<file path="src/core/crystal_osc_params.svh">
`ifndef CRYSTAL_OSC_PARAMS_SVH
`define CRYSTAL_OSC_PARAMS_SVH

// Byte offsets on the register bus
`define OFS_INT_MASK 8'h04
`define OFS_INT_FLAG 8'h08
`define OFS_PWR_STATUS 8'h0c
`define OFS_CTRL 8'h10
`define OFS_SLOW_CTRL 8'h14

// Reset values and writable bit masks
`define CTRL_RESET 16'h0080
`define CTRL_WMASK 16'hffc6
`define SLOW_RESET 16'h0080
`define SLOW_WMASK 16'h17fe
`define SLOW_LOCK_BIT 12

// Bit of the ready flag in status, flag and mask registers
`define READY_BIT 0

// Oscillator cycles waited after the slow count
`define SYNC_CYCLES 2'd3

`endif

</file>
<file path="src/core/crystal_osc_pkg.sv">
package crystal_osc_pkg;

    // Control register layout, bit 15 first
    typedef struct packed {
        logic [3:0] start_delay_select;
        logic auto_amplitude_control;
        logic [2:0] gain;
        logic run_on_request;
        logic run_in_standby;
        logic [2:0] rsvd_5_3;
        logic crystal_select;
        logic enable;
        logic rsvd_0;
    } ctrl_t;

    // Start-up sequencer states
    typedef enum logic [1:0] {
        ST_IDLE = 2'b00,
        ST_COUNT = 2'b01,
        ST_SYNC = 2'b10,
        ST_READY = 2'b11
    } start_delay_select_state_t;

endpackage : crystal_osc_pkg

</file>
<file path="src/core/crystal_osc_ctrl.sv">
// Summary of operation
// - The start-up counter advances only on ticks of the always-on slow oscillator.
// - A start delay field of n loads a start-up count of 2 to the n slow cycles, 1 to 32768.
// - After the count expires, three oscillator cycles pass before ready is set.
// - Ready reads one only while the oscillator is stable and usable, else zero.
// - The automatic amplitude control bit turns automatic gain adjustment on or off.
// - While automatic control is on, writes to the gain field change nothing applied.
// - With run on request set and enabled, the oscillator runs only while a clock is requested.
// - With run on request clear, an enabled oscillator runs regardless of requests.
// - With run in standby clear, the oscillator stops in standby sleep.
// - With run in standby set, standby keeps the same request or continuous behaviour.
// - Crystal select picks a crystal across both pads or an external clock on the input pad.
// - The enable bit turns the oscillator off at zero and on at one, subject to gating.
// - Reserved control bits 5:3 and 0 read zero and software writes them as zero.
// - A rising ready bit sets the sticky ready flag, which raises the interrupt when enabled.
`timescale 1ns/1ns
`default_nettype none
`include "crystal_osc_params.svh"

module crystal_osc_ctrl
    import crystal_osc_pkg::*;
#(
    parameter int ADDR_W = 8,
    parameter int CNT_W = 16
)(
    input wire logic pclk,
    input wire logic presetn,
    input wire logic psel,
    input wire logic penable,
    input wire logic pwrite,
    input wire logic [ADDR_W-1:0] paddr,
    input wire logic [31:0] pwdata,
    output logic [31:0] prdata,
    output logic pready,
    output logic pslverr,
    input wire logic write_protect,
    input wire logic slow_osc_tick,
    input wire logic crystal_osc_tick,
    input wire logic clock_request,
    input wire logic standby,
    output logic crystal_osc_run,
    output logic crystal_select,
    output logic output_pad_free,
    output logic auto_amplitude_control,
    output logic [2:0] osc_gain,
    output logic crystal_osc_ready,
    output logic [15:0] slow_crystal_osc_ctrl,
    output logic irq
);

    ctrl_t ctrl_reg;
    logic [15:0] slow_ctrl_reg;
    logic int_flag_reg;
    logic int_mask_reg;
    logic run_reg;
    logic [2:0] gain_reg;
    logic ready_q_reg;
    logic [31:0] prdata_reg;
    logic ready;
    logic run_next;
    logic access;
    logic wr_ok;
    logic mapped;
    logic protected_hit;
    logic ready_rise;

    // Address compare shared by write and read decoding
    function automatic logic hit(input logic [ADDR_W-1:0] a, input logic [7:0] ofs);
        hit = (a == ADDR_W'(ofs));
    endfunction : hit

    // Bus decode; zero wait states, so pready is simply high
    assign access = psel && penable;
    assign mapped = hit(paddr, `OFS_INT_MASK) || hit(paddr, `OFS_INT_FLAG) ||
                    hit(paddr, `OFS_PWR_STATUS) || hit(paddr, `OFS_CTRL) ||
                    hit(paddr, `OFS_SLOW_CTRL);
    assign protected_hit = hit(paddr, `OFS_CTRL) || hit(paddr, `OFS_SLOW_CTRL);
    assign wr_ok = access && pwrite && !(write_protect && protected_hit);
    assign pready = 1'b1;
    assign pslverr = access && (!mapped || (pwrite && write_protect && protected_hit));

    // Control register; reserved bits are masked so they always read zero
    always_ff @(posedge pclk or negedge presetn) begin
        if (!presetn) begin
            ctrl_reg <= ctrl_t'(`CTRL_RESET);
        end else if (wr_ok && hit(paddr, `OFS_CTRL)) begin
            ctrl_reg <= ctrl_t'(pwdata[15:0] & `CTRL_WMASK);
        end
    end

    // Slow crystal register is storage only; the lock bit holds it until reset
    always_ff @(posedge pclk or negedge presetn) begin
        if (!presetn) begin
            slow_ctrl_reg <= `SLOW_RESET;
        end else if (wr_ok && hit(paddr, `OFS_SLOW_CTRL) && !slow_ctrl_reg[`SLOW_LOCK_BIT]) begin
            slow_ctrl_reg <= pwdata[15:0] & `SLOW_WMASK;
        end
    end

    // Interrupt mask
    always_ff @(posedge pclk or negedge presetn) begin
        if (!presetn) begin
            int_mask_reg <= 1'b0;
        end else if (wr_ok && hit(paddr, `OFS_INT_MASK)) begin
            int_mask_reg <= pwdata[`READY_BIT];
        end
    end

    // Run gating: enable, then standby, then request; registered to avoid glitches
    always_comb begin
        run_next = ctrl_reg.enable;
        if (standby && !ctrl_reg.run_in_standby) begin
            run_next = 1'b0;
        end else if (ctrl_reg.run_on_request && !clock_request) begin
            run_next = 1'b0;
        end
    end

    // Analog enable from a flop, so request or standby glitches never reach the amplifier
    always_ff @(posedge pclk or negedge presetn) begin
        if (!presetn) begin
            run_reg <= 1'b0;
        end else begin
            run_reg <= run_next;
        end
    end

    // Gain applied to the amplifier freezes while automatic control is on
    always_ff @(posedge pclk or negedge presetn) begin
        if (!presetn) begin
            gain_reg <= 3'h0;
        end else if (!ctrl_reg.auto_amplitude_control) begin
            gain_reg <= ctrl_reg.gain;
        end
    end

    // Sequencer follows the gating decision, so ready falls in the same edge as the run output
    osc_start_delay_select_seq #(
        .CNT_W(CNT_W)
    ) u_start_delay_select (
        .pclk(pclk),
        .presetn(presetn),
        .run(run_next),
        .slow_tick(slow_osc_tick),
        .osc_tick(crystal_osc_tick),
        .delay_sel(ctrl_reg.start_delay_select),
        .ready(ready)
    );

    // Ready edge detect for the sticky flag
    always_ff @(posedge pclk or negedge presetn) begin
        if (!presetn) begin
            ready_q_reg <= 1'b0;
        end else begin
            ready_q_reg <= ready;
        end
    end

    assign ready_rise = ready && !ready_q_reg;

    // Sticky flag; a new rise in the clearing cycle wins over the clear
    always_ff @(posedge pclk or negedge presetn) begin
        if (!presetn) begin
            int_flag_reg <= 1'b0;
        end else if (ready_rise) begin
            int_flag_reg <= 1'b1;
        end else if (wr_ok && hit(paddr, `OFS_INT_FLAG) && pwdata[`READY_BIT]) begin
            int_flag_reg <= 1'b0;
        end
    end

    // Read data captured in the setup phase, steady through the access phase
    always_ff @(posedge pclk or negedge presetn) begin
        if (!presetn) begin
            prdata_reg <= 32'h0;
        end else if (psel && !penable) begin
            prdata_reg <= 32'h0;
            if (hit(paddr, `OFS_CTRL)) begin
                prdata_reg <= {16'h0, ctrl_reg};
            end else if (hit(paddr, `OFS_SLOW_CTRL)) begin
                prdata_reg <= {16'h0, slow_ctrl_reg};
            end else if (hit(paddr, `OFS_PWR_STATUS)) begin
                prdata_reg <= {31'h0, ready};
            end else if (hit(paddr, `OFS_INT_FLAG)) begin
                prdata_reg <= {31'h0, int_flag_reg};
            end else if (hit(paddr, `OFS_INT_MASK)) begin
                prdata_reg <= {31'h0, int_mask_reg};
            end
        end
    end

    // Outputs
    assign prdata = prdata_reg;
    assign crystal_osc_run = run_reg;
    assign crystal_osc_ready = ready;
    assign crystal_select = ctrl_reg.crystal_select;
    assign output_pad_free = !ctrl_reg.crystal_select;
    assign auto_amplitude_control = ctrl_reg.auto_amplitude_control;
    assign osc_gain = gain_reg;
    assign slow_crystal_osc_ctrl = slow_ctrl_reg;
    assign irq = int_flag_reg && int_mask_reg;

    // Checks on gating, ready, gain, the flag and reserved bits
    a_ready_needs_run: assert property (@(posedge pclk) disable iff (!presetn)
        crystal_osc_ready |-> crystal_osc_run)
        else $error("ready while oscillator stopped");

    a_stop_clears: assert property (@(posedge pclk) disable iff (!presetn)
        !run_reg |=> !crystal_osc_ready)
        else $error("ready survived an oscillator stop");

    a_standby_off: assert property (@(posedge pclk) disable iff (!presetn)
        (standby && !ctrl_reg.run_in_standby) |=> !crystal_osc_run)
        else $error("oscillator ran in standby without permission");

    a_request_gate: assert property (@(posedge pclk) disable iff (!presetn)
        (ctrl_reg.run_on_request && !clock_request) |=> !crystal_osc_run)
        else $error("oscillator ran with no clock request");

    a_continuous: assert property (@(posedge pclk) disable iff (!presetn)
        (ctrl_reg.enable && !ctrl_reg.run_on_request && (!standby || ctrl_reg.run_in_standby))
        |=> crystal_osc_run)
        else $error("enabled oscillator not running continuously");

    a_disable_off: assert property (@(posedge pclk) disable iff (!presetn)
        !ctrl_reg.enable |=> !crystal_osc_run)
        else $error("disabled oscillator running");

    a_gain_frozen: assert property (@(posedge pclk) disable iff (!presetn)
        ctrl_reg.auto_amplitude_control |=> $stable(osc_gain))
        else $error("gain changed under automatic control");

    a_flag_on_rise: assert property (@(posedge pclk) disable iff (!presetn)
        $rose(crystal_osc_ready) |=> int_flag_reg ##0 (irq == int_mask_reg))
        else $error("ready rise did not set the flag");

    a_reserved_zero: assert property (@(posedge pclk) disable iff (!presetn)
        ctrl_reg.rsvd_5_3 == 3'h0 && !ctrl_reg.rsvd_0)
        else $error("reserved control bits not zero");

    // Checks on bus access, the mask, gain, pads, the flag, ready and the run decision
    a_flag_clear: assert property (@(posedge pclk) disable iff (!presetn)
        (wr_ok && hit(paddr, `OFS_INT_FLAG) && pwdata[`READY_BIT] && !ready_rise) |=> !int_flag_reg)
        else $error("flag survived a write of one");

    a_mask_hides: assert property (@(posedge pclk) disable iff (!presetn)
        !int_mask_reg |-> !irq)
        else $error("interrupt raised while masked");

    a_mask_write: assert property (@(posedge pclk) disable iff (!presetn)
        (wr_ok && hit(paddr, `OFS_INT_MASK)) |=> int_mask_reg == $past(pwdata[`READY_BIT]))
        else $error("mask write not applied");

    a_gain_follows: assert property (@(posedge pclk) disable iff (!presetn)
        !ctrl_reg.auto_amplitude_control |=> osc_gain == $past(ctrl_reg.gain))
        else $error("gain field not applied with automatic control off");

    a_ready_drop: assert property (@(posedge pclk) disable iff (!presetn)
        $fell(crystal_osc_run) |-> !crystal_osc_ready)
        else $error("ready still set after the oscillator stopped");

    a_ready_holds: assert property (@(posedge pclk) disable iff (!presetn)
        (crystal_osc_ready && run_next) |=> crystal_osc_ready)
        else $error("ready lost while the oscillator kept running");

    a_pad_mux: assert property (@(posedge pclk) disable iff (!presetn)
        output_pad_free != crystal_select)
        else $error("pad use does not match crystal select");

    a_status_read: assert property (@(posedge pclk) disable iff (!presetn)
        (psel && !penable && hit(paddr, `OFS_PWR_STATUS)) |=> prdata == {31'h0, $past(crystal_osc_ready)})
        else $error("status read does not show ready");

    a_ctrl_read: assert property (@(posedge pclk) disable iff (!presetn)
        (psel && !penable && hit(paddr, `OFS_CTRL))
        |=> prdata[31:16] == 16'h0 && prdata[5:3] == 3'h0 && !prdata[0])
        else $error("reserved control bits read back nonzero");

    a_request_run: assert property (@(posedge pclk) disable iff (!presetn)
        (ctrl_reg.enable && ctrl_reg.run_on_request && clock_request && (!standby || ctrl_reg.run_in_standby))
        |=> crystal_osc_run)
        else $error("requested oscillator not running");

    a_enable_start: assert property (@(posedge pclk) disable iff (!presetn)
        $rose(crystal_osc_run) |-> $past(ctrl_reg.enable))
        else $error("oscillator started without its enable bit");

    c_ready_irq: cover property (@(posedge pclk) disable iff (!presetn)
        crystal_osc_ready && irq);

    c_request_stop: cover property (@(posedge pclk) disable iff (!presetn)
        crystal_osc_ready ##1 !crystal_osc_run);

    c_standby_run: cover property (@(posedge pclk) disable iff (!presetn)
        standby && crystal_osc_run);

    c_set_beats_clear: cover property (@(posedge pclk) disable iff (!presetn)
        ready_rise && wr_ok && hit(paddr, `OFS_INT_FLAG) && pwdata[`READY_BIT]);

endmodule : crystal_osc_ctrl

`default_nettype wire

</file>
<file path="src/core/osc_start_delay_select_seq.sv">
`timescale 1ns/1ns
`default_nettype none
`include "crystal_osc_params.svh"

module osc_start_delay_select_seq
    import crystal_osc_pkg::*;
#(
    parameter int CNT_W = 16
)(
    input wire logic pclk,
    input wire logic presetn,
    input wire logic run,
    input wire logic slow_tick,
    input wire logic osc_tick,
    input wire logic [3:0] delay_sel,
    output logic ready
);

    start_delay_select_state_t state_reg;
    logic [CNT_W-1:0] count_reg;
    logic [1:0] sync_reg;

    // Sequencer; dropping run returns to idle so a restart counts afresh
    always_ff @(posedge pclk or negedge presetn) begin
        if (!presetn) begin
            state_reg <= ST_IDLE;
        end else if (!run) begin
            state_reg <= ST_IDLE;
        end else begin
            case (state_reg)
                ST_IDLE: begin
                    state_reg <= ST_COUNT;
                end
                ST_COUNT: begin
                    if (slow_tick && count_reg == {{(CNT_W-1){1'b0}}, 1'b1}) begin
                        state_reg <= ST_SYNC;
                    end
                end
                ST_SYNC: begin
                    if (osc_tick && sync_reg == `SYNC_CYCLES - 2'd1) begin
                        state_reg <= ST_READY;
                    end
                end
                ST_READY: begin
                    state_reg <= ST_READY;
                end
                default: begin
                    state_reg <= ST_IDLE;
                end
            endcase
        end
    end

    // Slow count: loaded with 2^n, decremented only by the always-on slow clock
    always_ff @(posedge pclk or negedge presetn) begin
        if (!presetn) begin
            count_reg <= '0;
        end else if (state_reg == ST_IDLE) begin
            count_reg <= CNT_W'(1) << delay_sel;
        end else if (state_reg == ST_COUNT && slow_tick) begin
            count_reg <= count_reg - CNT_W'(1);
        end
    end

    // Oscillator-cycle synchronisation count
    always_ff @(posedge pclk or negedge presetn) begin
        if (!presetn) begin
            sync_reg <= 2'h0;
        end else if (state_reg != ST_SYNC) begin
            sync_reg <= 2'h0;
        end else if (osc_tick) begin
            sync_reg <= sync_reg + 2'h1;
        end
    end

    assign ready = (state_reg == ST_READY);

    a_count_load: assert property (@(posedge pclk) disable iff (!presetn)
        (state_reg == ST_IDLE && run) |=> count_reg == (CNT_W'(1) << $past(delay_sel)))
        else $error("start count not loaded as a power of two");

    a_slow_only: assert property (@(posedge pclk) disable iff (!presetn)
        ($past(state_reg) == ST_COUNT && state_reg == ST_COUNT && count_reg != $past(count_reg))
        |-> $past(slow_tick))
        else $error("start count moved without a slow clock tick");

    a_sync_three: assert property (@(posedge pclk) disable iff (!presetn)
        $rose(ready) |-> $past(osc_tick) && $past(sync_reg) == 2'h2 && $past(state_reg) == ST_SYNC)
        else $error("ready set without three oscillator cycles");

    c_long_start: cover property (@(posedge pclk) disable iff (!presetn)
        state_reg == ST_IDLE && run && delay_sel == 4'hf);

endmodule : osc_start_delay_select_seq

`default_nettype wire

</file>
<file path="config.mk">
export PLATFORM = sky130hd
export DESIGN_NAME = crystal_osc_ctrl
export DESIGN_NICKNAME = d
export VERILOG_FILES = /design/src/core/crystal_osc_pkg.sv /design/src/core/crystal_osc_ctrl.sv /design/src/core/osc_start_delay_select_seq.sv
export VERILOG_INCLUDE_DIRS = /design/src /design/src/core
export SDC_FILE = /design/constraint.sdc
export NUM_CORES = 1
export LEC_CHECK = 0
export BUFFER_PORTS_ARGS = -buffer_cell sky130_fd_sc_hd__buf_2
export CAP_MARGIN = 40
export CORE_UTILIZATION = 51
export CTS_CLUSTER_SIZE = 25
export DETAILED_ROUTE_END_ITERATION = 10
export PLACE_DENSITY = 0.8
export SYNTH_ARGS = -nofsm -noshare
export SYNTH_HDL_FRONTEND = slang
export SYNTH_SLANG_ARGS = --single-unit
</file>
<file path="constraint.sdc">
create_clock -name pclk -period 2.1 [get_ports pclk]
set_input_delay 0.105 -clock pclk [delete_from_list [all_inputs] [get_ports pclk]]
set_output_delay 0.105 -clock pclk [all_outputs]
set_load 0.05 [all_outputs]
</file>
==> summary.md <==
| Metric | Value |
|---|---|
| Core ar. | approximately 6400 um2 |
| Post-synth EDFFs | 0 |
| CP peak stage delay | roughly 0.42 ns |
| Worst hold path class | primary input to flip-flop |
| Setup slack after placement | -0.05013 ns |
| Crit-path leading delay family | compound AO/OA/AOI/OAI gates |
| Gp weighted congestion | approximately 0.90 |
| Antenna Nets Post-Route | 0 |
| Fin worst setup slack | around 0.13 ns |
| I/O Pins | approximately 110 |
| GRT Overall Usage | 0.2505 |
| Period utilisation layout | 0.9362 |
| VDD IR-drop max | roughly 0.00090 V |
| RSZ-0062 raised after global routing | false |
| Minimum clock period after layout | slightly below 2 ns |
| Via count | between 2000 and 3000 |
| DP Area | between 3000 and 4000 um2 |
| Synth Register Bits | 66 |
| Endpoints failing hold | 0 |
| TritonCTS clock tree | done |
| Crit Path Class | flip-flop to flip-flop |
| 1st-iter DRT viols | 270 |
| Clk sinks | 66 |
| Crit start category | flip-flop |
| Fillers | about 480 |
| Antenna diodes | 0 |
| Failing checks | DRC |
| Status | complete, but fails checks |
| Row count | 29 |
| Vias/cell | about 5.7 |
| Mapped Area | approximately 3400 um2 |
| First-pass GRT wire length | around 14000 um |
| Share of cells above drive strength 1 | 0.3357 |
| Setup Buffers After CTS | 0 |
| Synthesized instance count | around 330 |
| Nets | roughly 470 |
| Final Setup Violations | 0 |
| Worst Tran Pin Value | about 0.62 ns |
| Crit end category | flip-flop |
| Vias in the first global route | ~2900 |
| H-tree depth | 3 |
| Top cell type's share of synthesized area | 0.4683 |
| Area leader, netlist | dfrtp_1 |
| Critical path fanouts, max | 5 |
| Total Wirelength | between 8000 and 9000 um |
| Chip Height | 83.89 um |
| CTS resizes | 0 |
| Router iterations before antenna repair | 9 |
| Max Clock Skew | about 0.014 ns |
| YS warnings | 0 |
| Final instance area | about 4200 um2 |
| Most frequent cell after synthesis | dfrtp_1 |
| Post-synthesis sequential area ratio | 0.4837 |
| Fin. max-slew vios | 0 |
| Die width | 83.89 um |
| DRC violations left | 8 |
| Synth cell types | 50 |
| CP required | 2.33 ns |
| Worst slew margin | 0.5830 |
| Total congestion overflow | 0 |
| Top FF cell, synth | dfrtp_1 |
| Worst Path Buf+Inv | 2 |
| Die area | 7037 um2 |
| Initial Utilization | 0.5324 |
| Final setup TNS | 0 ns |
| Top cells by area, synth | dfrtp_1 (47%), mux2_2 (5.6%), buf_4 (4.8%) |
| Area Growth Syn to Fin | 23.05% |
| Avg Cell Area, Syn | about 11 um2 |
| Pleak | between 2 and 2.5 nW |
| Arr. time, crit path | 2.20 ns |
| Final HPWL DP | between 5000 and 6000 um |
| Commonest cells post-synth | dfrtp_1 (64), nand2_1 (26), nor2_1 (24), buf_4 (22), mux2_2 (17) |
| Longest Clk Path Bufs | 2 |
| Clock latency on the worst-skew pair | approximately 0.35 ns |
| PortBufs | 70 |
| Cts hold-fix bufs | 11 |
| Wire per inst | between 15 and 20 um |
| Largest net degree at the start of global routing | 67 |
| Initial antenna violation count | 0 |
| Max Cap Violations | 0 |
| Clock transition at the registers of the reported paths | ~0.080 ns |
| PD cells | 681.3 nW/um2 |
| Fmax | a little over 500 MHz |
| Worst path cell trace | inv_1 -> ha_1 -> nor4bb_1 -> buf_4 -> nand2_1 -> o311a_1 -> a311o_1 |
| Inserted Clock Buffers | 9 |
| Slowest CP cell | dfrtp_1 |
| Clock root cell | clkbuf_8 |
| Fraction of registers with async set/reset | 1.000 |
power breakdown:
part	leakage [nW]	switching [mW]	internal, mW
logic	1.12	0.187	0.0729
registers	0.909	0.00676	1.28
clock network	0.120	0.503	0.820
total	2.15	0.697	2.17
through the flow:
step / power, mW / cells / hold WS, ns / utilization
after floorplan: 1.491 / 345 / -0.1906 / -
after global routing: 2.959 / 497 / 0.001375 / 0.6552
after CTS: 2.882 / 497 / 0.002113 / 0.6552
after global placement: 1.547 / 470 / 0.1504 / 0.6000
after detailed placement: 1.550 / 470 / 0.1446 / 0.6000
final: 2.867 / 497 / 0.01189 / 0.6552
worst paths after layout:
| kind | from | cells past startpoint | slack (ns) | end |
|---|---|---|---|---|
| min in group asynchronous | presetn | 3 | 0.29 | u_start_delay_select.count_reg[14]$_DFFE_PN0P_ |
| worst max register to register | u_start_delay_select.count_reg[1]$_DFFE_PN0P_ | 7 | 0.13 | u_start_delay_select.count_reg[8]$_DFFE_PN0P_ |
| worst min-delay path | pwdata[0] | 2 | 0.01 | int_mask_reg$_DFFE_PN0P_ |
| worst min register to register | prdata[2]$_DFFE_PN0P_ | 2 | 0.48 | prdata[2]$_DFFE_PN0P_ |
| worst max-delay path | u_start_delay_select.count_reg[1]$_DFFE_PN0P_ | 7 | 0.13 | u_start_delay_select.count_reg[8]$_DFFE_PN0P_ |
| max in group asynchronous | presetn | 3 | 1.47 | ctrl_reg[7]$_DFFE_PN1P_ |
area by class of cell:
type                            instances  area [um2]  area share
Clock buffer                           11       141.4     0.03360
Sequential cell                        66        1654      0.3931
Clock inverter                          5       102.6     0.02438
Inverter                               12       45.04     0.01070
Multi-Input combinational cell        227        1560      0.3708
Timing Repair Buffer                   99       608.1      0.1445
Tap cell                               77       96.34     0.02290
kinds of logic after synthesis:
kind of cell,after synthesis,share of synthesized area
other cells,2,0.002196
buf+inv,52,0.08379
fa+ha+maj,3,0.01098
xor+xnor,2,0.005124
mux,37,0.1292
flops,66,0.4837
compound gates,56,0.1233
simple gates,107,0.1617
routing by layer:
layer,part of all wire,wire length (um),vias up,GRT usage
li1,-,-,1316,-
met1,0.40,3277,1388,0.2984
met2,0.52,4259,105,0.4322
met3,0.068,560,11,0.06330
met4,0.014,112,0,0.1019
met5,0,0,-,0
cell usage in the layout, fill, tap and decap left out, drive strengths merged, types with 11 or more instances in the layout:
master,synthesis,final
buf,24,88
dfrtp,64,64
mux2,27,27
nand2,26,26
nor2,24,24
conb,2,22
inv,12,12
nand3,12,12
o21ai,11,11
dlygate4sd3,0,11
clkbuf,16,11
Power figures use the tool's default switching activity.
